$ cat src/rtl/pm_cap_defines.svh
`ifndef PM_CAP_DEFINES_SVH
`define PM_CAP_DEFINES_SVH

// Configuration space layout, byte addresses
`define CAP_PTR_ADDR 8'h34
`define PM_CAP_BASE 8'h50
`define PM_CAPABILITY_IDENTIFIER_OFFSET 8'h00
`define PM_NEXT_PTR_OFFSET 8'h01
`define PM_CAPS_OFFSET 8'h02

// Fixed register contents
`define PM_CAPABILITY_IDENTIFIER_VALUE 8'h01
`define PM_NEXT_PTR_VALUE 8'h00
`define PM_SPEC_VERSION 3'h2

// Field positions inside power_capabilities
`define WAKE_MASK_MSB 15
`define WAKE_MASK_LSB 11
`define WAKE_D3COLD_BIT 15
`define WAKE_D3HOT_BIT 14
`define WAKE_D2_BIT 13
`define WAKE_D1_BIT 12
`define WAKE_D0_BIT 11
`define DEEP_SLEEP_BIT 10
`define LIGHT_SLEEP_BIT 9
`define AUX_CURRENT_MSB 8
`define AUX_CURRENT_LSB 6
`define DSI_BIT 5
`define CAPS_RSVD_BIT 4
`define PM_VERSION_MSB 2
`define PM_VERSION_LSB 0

// Timing of the configuration port, in PCI clock cycles
`define CFG_ANSWER_CYCLES 1

// Strap age after reset at which the second sync stage holds a real sample
`define STRAP_TAKE_AGE 2'h2
`define STRAP_DONE_AGE 2'h3

`endif

$ cat src/rtl/pm_cap_pkg.sv
package pm_cap_pkg;

  typedef enum logic [1:0] {
    FN_LEGACY_ONE = 2'h0,
    FN_LEGACY_TWO = 2'h1,
    FN_ENHANCED = 2'h2
  } host_fn_t;

  typedef enum logic [1:0] {
    RG_NONE = 2'h0,
    RG_CAP_PTR = 2'h1,
    RG_PM = 2'h2
  } cfg_region_t;

  typedef enum logic {
    BUS_IDLE = 1'b0,
    BUS_ANSWER = 1'b1
  } bus_state_t;

  typedef struct packed {
    bus_state_t st;
    logic ack;
    logic unsupported;
    logic wr_dropped;
    logic [31:0] rdata;
    logic [1:0] strap_sync;
    logic [1:0] strap_age;
    logic s3_variant;
  } regs_state_t;

endpackage

$ cat src/rtl/pmc_if.sv
`timescale 1ns/1ps
interface pmc_if;
  logic [1:0] fn;
  logic s3_variant;
  logic [15:0] word;

  modport query (output fn, output s3_variant, input word);
  modport answer (input fn, input s3_variant, output word);
endinterface

$ cat src/rtl/pci_pm_capability_regs.sv
`timescale 1ns/1ps
`include "pm_cap_defines.svh"

module pci_pm_capability_regs
  import pm_cap_pkg::*;
#(
  parameter int NUM_FUNCTIONS = 3
) (
  // Clock and reset
  input wire logic CLK,
  input wire logic NRST,
  // Build strap from a pin: high selects the S3 build of the enhanced function
  input wire logic S3_STRAP,
  // Configuration access request
  input wire logic CFG_REQ,
  input wire logic CFG_WRITE,
  input wire logic [1:0] CFG_FUNC,
  input wire logic [7:0] CFG_ADDR,
  input wire logic [3:0] CFG_BYTE_EN,
  input wire logic [31:0] CFG_WDATA,
  // Configuration access answer
  output logic CFG_ACK,
  output logic [31:0] CFG_RDATA,
  output logic CFG_UNSUPPORTED,
  output logic CFG_WR_DROPPED
);

  regs_state_t r_r;
  regs_state_t r_nxt;
  logic [15:0] caps_words [NUM_FUNCTIONS];

  // Which dword of configuration space an address falls in
  function automatic cfg_region_t region_of(input logic [7:0] addr);
    cfg_region_t rg;
    rg = RG_NONE;
    if (addr[7:2] == 6'(`CAP_PTR_ADDR >> 2)) begin
      rg = RG_CAP_PTR;
    end else if (addr[7:2] == 6'(`PM_CAP_BASE >> 2)) begin
      rg = RG_PM;
    end
    return rg;
  endfunction

  // Expand byte enables into a bit mask for the dword
  function automatic logic [31:0] lane_mask(input logic [3:0] be);
    logic [31:0] m;
    m = 32'h0000_0000;
    for (int b = 0; b < 4; b++) begin
      m[b*8 +: 8] = {8{be[b]}};
    end
    return m;
  endfunction

  // True when the function number names one of ours
  function automatic logic fn_present(input logic [1:0] fn);
    return 32'(fn) < NUM_FUNCTIONS;
  endfunction

  // One capabilities generator per function
  genvar gi;
  generate
    for (gi = 0; gi < NUM_FUNCTIONS; gi++) begin : g_fn
      pmc_if caps_if ();
      assign caps_if.fn = 2'(gi);
      assign caps_if.s3_variant = r_r.s3_variant;
      pm_cap_word u_word (
        .p(caps_if)
      );
      assign caps_words[gi] = caps_if.word;
    end
  endgenerate

  logic [31:0] pm_dword;
  logic [31:0] read_word;
  logic [15:0] sel_caps;
  cfg_region_t req_region;

  always_comb begin
    sel_caps = 16'h0000;
    if (fn_present(CFG_FUNC)) begin
      sel_caps = caps_words[CFG_FUNC];
    end
    req_region = region_of(CFG_ADDR);
    pm_dword = 32'h0000_0000;
    pm_dword[`PM_CAPABILITY_IDENTIFIER_OFFSET*8 +: 8] = `PM_CAPABILITY_IDENTIFIER_VALUE;
    pm_dword[`PM_NEXT_PTR_OFFSET*8 +: 8] = `PM_NEXT_PTR_VALUE;
    pm_dword[`PM_CAPS_OFFSET*8 +: 16] = sel_caps;
    unique case (req_region)
      RG_CAP_PTR: begin
        read_word = {24'h00_0000, `PM_CAP_BASE};
      end
      RG_PM: begin
        read_word = pm_dword;
      end
      RG_NONE: begin
        read_word = 32'h0000_0000;
      end
      default: begin
        read_word = 32'h0000_0000;
      end
    endcase
  end

  always_comb begin
    r_nxt = r_r;
    r_nxt.ack = 1'b0;
    r_nxt.unsupported = 1'b0;
    r_nxt.wr_dropped = 1'b0;

    // Strap passes two flops; the build is frozen once after reset so the
    // capabilities cannot change under software's feet
    // The sync stages restart at zero, so wait until stage two holds a sample
    r_nxt.strap_sync = {r_r.strap_sync[0], S3_STRAP};
    if (r_r.strap_age != `STRAP_DONE_AGE) begin
      r_nxt.strap_age = r_r.strap_age + 2'h1;
    end
    if (r_r.strap_age == `STRAP_TAKE_AGE) begin
      r_nxt.s3_variant = r_r.strap_sync[1];
    end

    unique case (r_r.st)
      BUS_IDLE: begin
        if (CFG_REQ) begin
          r_nxt.st = BUS_ANSWER;
          r_nxt.ack = 1'b1;
          r_nxt.unsupported = !fn_present(CFG_FUNC);
          if (CFG_WRITE) begin
            // Write is acknowledged, nothing here is writable
            r_nxt.rdata = 32'h0000_0000;
            r_nxt.wr_dropped = fn_present(CFG_FUNC) && (req_region == RG_PM) &&
                               (|CFG_BYTE_EN[3:1]) && (|CFG_WDATA);
          end else if (fn_present(CFG_FUNC)) begin
            r_nxt.rdata = read_word & lane_mask(CFG_BYTE_EN);
          end else begin
            r_nxt.rdata = 32'h0000_0000;
          end
        end
      end
      BUS_ANSWER: begin
        // One dead cycle between answers keeps the port single-outstanding
        r_nxt.st = BUS_IDLE;
      end
    endcase
  end

  always_ff @(posedge CLK or negedge NRST) begin
    if (!NRST) begin
      r_r <= '{st: BUS_IDLE, ack: 1'b0, unsupported: 1'b0, wr_dropped: 1'b0,
               rdata: 32'h0000_0000, strap_sync: 2'h0, strap_age: 2'h0,
               s3_variant: 1'b0};
    end else begin
      r_r <= r_nxt;
    end
  end

  assign CFG_ACK = r_r.ack;
  assign CFG_RDATA = r_r.rdata;
  assign CFG_UNSUPPORTED = r_r.unsupported;
  assign CFG_WR_DROPPED = r_r.wr_dropped;

endmodule

$ cat src/rtl/pm_cap_word.sv
`timescale 1ns/1ps
`include "pm_cap_defines.svh"

module pm_cap_word
  import pm_cap_pkg::*;
(
  // Function identity in, capabilities word out
  pmc_if.answer p
);

  logic enhanced;
  logic d3cold_wake;

  always_comb begin
    enhanced = (p.fn == FN_ENHANCED);
    // Only the enhanced function in its S3 build wakes from D3cold
    d3cold_wake = enhanced & p.s3_variant;
    p.word = 16'h0000;
    p.word[`WAKE_D3COLD_BIT] = d3cold_wake;
    p.word[`WAKE_D3HOT_BIT] = 1'b1;
    p.word[`WAKE_D2_BIT] = enhanced;
    p.word[`WAKE_D1_BIT] = 1'b1;
    p.word[`WAKE_D0_BIT] = enhanced;
    p.word[`DEEP_SLEEP_BIT] = enhanced;
    p.word[`LIGHT_SLEEP_BIT] = 1'b1;
    // Aux current is forced to zero whenever D3cold wake is absent
    // Only the field's top bit varies, so bits 7 and 6 keep their fixed zero
    p.word[`AUX_CURRENT_MSB:`AUX_CURRENT_LSB] = {d3cold_wake, 2'h0};
    p.word[`DSI_BIT] = 1'b0;
    p.word[`CAPS_RSVD_BIT] = 1'b0;
    p.word[`PM_VERSION_MSB:`PM_VERSION_LSB] = `PM_SPEC_VERSION;
  end

endmodule

$ cat config.mk
export PLATFORM = sky130hd
export DESIGN_NAME = pci_pm_capability_regs
export DESIGN_NICKNAME = d
export VERILOG_FILES = /design/src/rtl/pm_cap_pkg.sv /design/src/rtl/pmc_if.sv /design/src/rtl/pci_pm_capability_regs.sv /design/src/rtl/pm_cap_word.sv
export VERILOG_INCLUDE_DIRS = /design/src /design/src/rtl
export SDC_FILE = /design/constraint.sdc
export NUM_CORES = 1
export LEC_CHECK = 0
export BUFFER_PORTS_ARGS = -buffer_cell sky130_fd_sc_hd__buf_2
export CELL_PAD_IN_SITES_DETAIL_PLACEMENT = 0
export CELL_PAD_IN_SITES_GLOBAL_PLACEMENT = 1
export CORE_MARGIN = 2
export CORE_UTILIZATION = 26
export CTS_CLUSTER_SIZE = 25
export DETAILED_ROUTE_END_ITERATION = 6
export PLACE_DENSITY_LB_ADDON = 0.1
export SYNTH_ARGS = -nofsm -noshare
export SYNTH_HDL_FRONTEND = slang
export SYNTH_SLANG_ARGS = --single-unit
$ cat constraint.sdc
create_clock -name CLK -period 4.03 [get_ports CLK]
set_clock_uncertainty 0.05 [all_clocks]
set_input_delay 0.806 -clock CLK [delete_from_list [all_inputs] [get_ports CLK]]
set_output_delay 0.806 -clock CLK [all_outputs]
set_load 0.01 [all_outputs]
==> qor.txt <==
Status = finished, final reports clean
Via density = 4.05
Setup crit end kind = register
Area delta synth->final = 25.3%
Root buf cell = clkbuf_4
Crit start category = primary input
GRT met3 Usage = 0.0396
Total core area = 3340 um^2
Pins Over Slew Limit = 0
Io pins = 86
RSZ-0062 raised after global routing = false
Commonest cells post-synth = 32 x buf_4, 14 x dfrtp_1, 8 x nor4_1
Gr busiest metal = met2
FMAX = 564 MHz
GR Layer Usage met2 = 0.169
Fin cells = 186
YS warnings = 0
Seq/Total Area, Yosys = 0.387
Reg clk slew, reported paths = 0.08 ns
Syn Std Cell Area = 905 um^2
Max Cap Violations = 0
Drt pass-1 iters = 2
Final min period = 1.77 ns
Ranking of synthesized cells by area = dfrtp_1 39%, buf_4 27%, nor4_1 5.5%
Total CTS buffers = 3
Via total after detailed routing = 753
Mean routed wirelength per cell = 10.6 um
Power per cell area = 255 nW/um^2
Die Height = 63.0 um
Mean Syn Cell Area = 10.4 um^2
Final antenna-violating net count = 0
Initial DRC count = 16
Most frequent cell after synthesis = buf_4
CTS tree = built
Fin Setup TNS = 0 ns
RePlAce Congestion = 0.771
Count of state elements after synthesis = 14
Synthesized instance count = 87
Antenna Cells = 0
Slowest-stage cell, CP = or4b_4
Crit path required time = 4.19 ns
Number of global-route vias before repair = 669
IO Port Bufs = 63
GRT overflow = 0
HP Class = register to register
Die area = 3970 um^2
# hold bufs at CTS = 0
Total routed wirelength = 1.97 mm
Synth unique cells = 27
Area occupied by registers = 350 um^2
Row cnt = 21
Worst skew pair latency = 0.28 ns
Synth area leader = dfrtp_1
Most used DFF post-synth = dfrtp_1
Clk sink count = 14
Die width = 63.0 um
Post-route DRC = 0
Largest net degree at the start of global routing = 15
Filler Cell Count = 366
Post-synth EDFFs = 0
Tcrit/Tclk final = 0.440
Critical path arrival = 1.93 ns
Crit path max fanout = 10
Final setup vio count = 0
GR Util met1 = 0.128
H-tree levels = 1
HPWL Detailed = 1.74 mm
R2R setup slack = 2.42 ns
Asr flop ratio synth = 1.00
Area share of the largest cell type after synthesis = 0.387
Final Hold Vio Count = 0
Multi-input gate area = 363 um^2
Cts repair resizes = 0
First-pass GRT wire length = 3.19 mm
Initial antenna violation count = 0
Dpl cells = 182
Fraction of layout cells with a size suffix above 1 = 0.536
Initial Util = 0.271
P_leak = 0.650 nW
Gr usage total = 0.103
VDD IR max = 0.000112 V
Final core occ = 0.340
Nets = 194
Worst-path cell chain = buf_2 -> nand2b_4 -> or4b_4 -> nor2_4 -> a41o_1
Crit path kind = primary input to register
Setup Buffers After CTS = 0
Clk buf depth = 2
Largest stage delay, worst path = 0.56 ns
[worst max-delay path: cells and delay by family]
| family | cells | cell delay (ns) |
|---|---|---|
| AO/OA/AOI/OAI | 1 | 0.18 |
| buffers and inverters | 1 | 0.10 |
| AND/OR/NAND/NOR | 3 | 0.83 |
[registers in the layout, summed over array words and instances (netlist names)]
name,flops
r_nxt,1
CFG_ACK,1
CFG_WR_DROPPED,1
r_r,3
CFG_UNSUPPORTED,1
CFG_RDATA,6
g_fn.caps_if.s3_variant,1
[routing by layer]
metal,vias up,wire [um]
li1,362,-
met1,351,809
met3,2,167
met2,38,973
met4,0,14
met5,-,0
[metrics by stage]
stage          hold WS (ns)  total power [mW]  setup WS (ns)  area, um^2
2_1_floorplan         0.281             0.180           2.11         976
3_3_place_gp          0.285             0.194           1.98        1100
3_5_place_dp          0.287             0.194           1.96        1100
4_1_cts               0.307             0.295           2.26        1130
5_1_grt               0.323             0.307           2.22        1130
6_report              0.303             0.289           2.26        1130
[placed cells by master (no fill, tap or decap)]
| master | instances |
|---|---|
| conb_1 | 20 |
| nor3_1 | 1 |
| o311ai_0 | 1 |
| nand4_1 | 2 |
| ha_1 | 2 |
| nand2b_4 | 1 |
| nor2b_1 | 1 |
| and2_2 | 1 |
| nor2_1 | 2 |
| clkbuf_4 | 3 |
| or4b_4 | 1 |
| dfrtp_1 | 14 |
| nand2_1 | 3 |
| o31ai_1 | 1 |
| a32o_1 | 1 |
| buf_2 | 63 |
| nor4bb_1 | 1 |
| inv_1 | 3 |
| a22o_2 | 3 |
| clkbuf_8 | 1 |
| xnor2_1 | 1 |
| nand4b_1 | 1 |
| nor2_4 | 1 |
| nor4b_1 | 1 |
| mux2i_1 | 1 |
| mux2_2 | 1 |
| a41o_1 | 1 |
| nor4_1 | 8 |
[final timing paths]
check	from	cells after the start	end
worst max-delay path	CFG_REQ	5	CFG_RDATA[24]
worst min-delay path	r_nxt[4]	0	r_r[4]
worst max register to register	CFG_ACK	4	CFG_RDATA[24]
worst min register to register	r_nxt[4]	0	r_r[4]
max in group asynchronous	NRST	1	r_r[1]
min in group asynchronous	NRST	1	CFG_RDATA[0]
[cell type report]
| class | count | area share |
|---|---|---|
| multi-input cells | 56 | 0.320 |
| flip-flops and latches | 14 | 0.309 |
| repair buffers | 63 | 0.278 |
| well taps | 46 | 0.0508 |
| clock buffers | 4 | 0.0320 |
| inverters | 3 | 0.00993 |
[power by group]
group          internal (mW)  total, mW  leakage [nW]  switching (mW)
logic                 0.0217     0.0466         0.452          0.0249
registers              0.143      0.144         0.176        0.000938
clock network         0.0549     0.0984        0.0210          0.0435
total                  0.220      0.289         0.650          0.0694
[cell families after synthesis]
logic type,count (synthesis),share of synthesized area
adders and majority gates,2,0.0277
and+or+nand+nor,24,0.184
xor gates and xnor gates,1,0.00968
muxes,2,0.0235
AOI/OAI and AO/OA,7,0.0733
DFF,14,0.387
other,1,0.00415
buffers and inverters,36,0.290
Note: power is estimated with default switching activity, not from simulation.
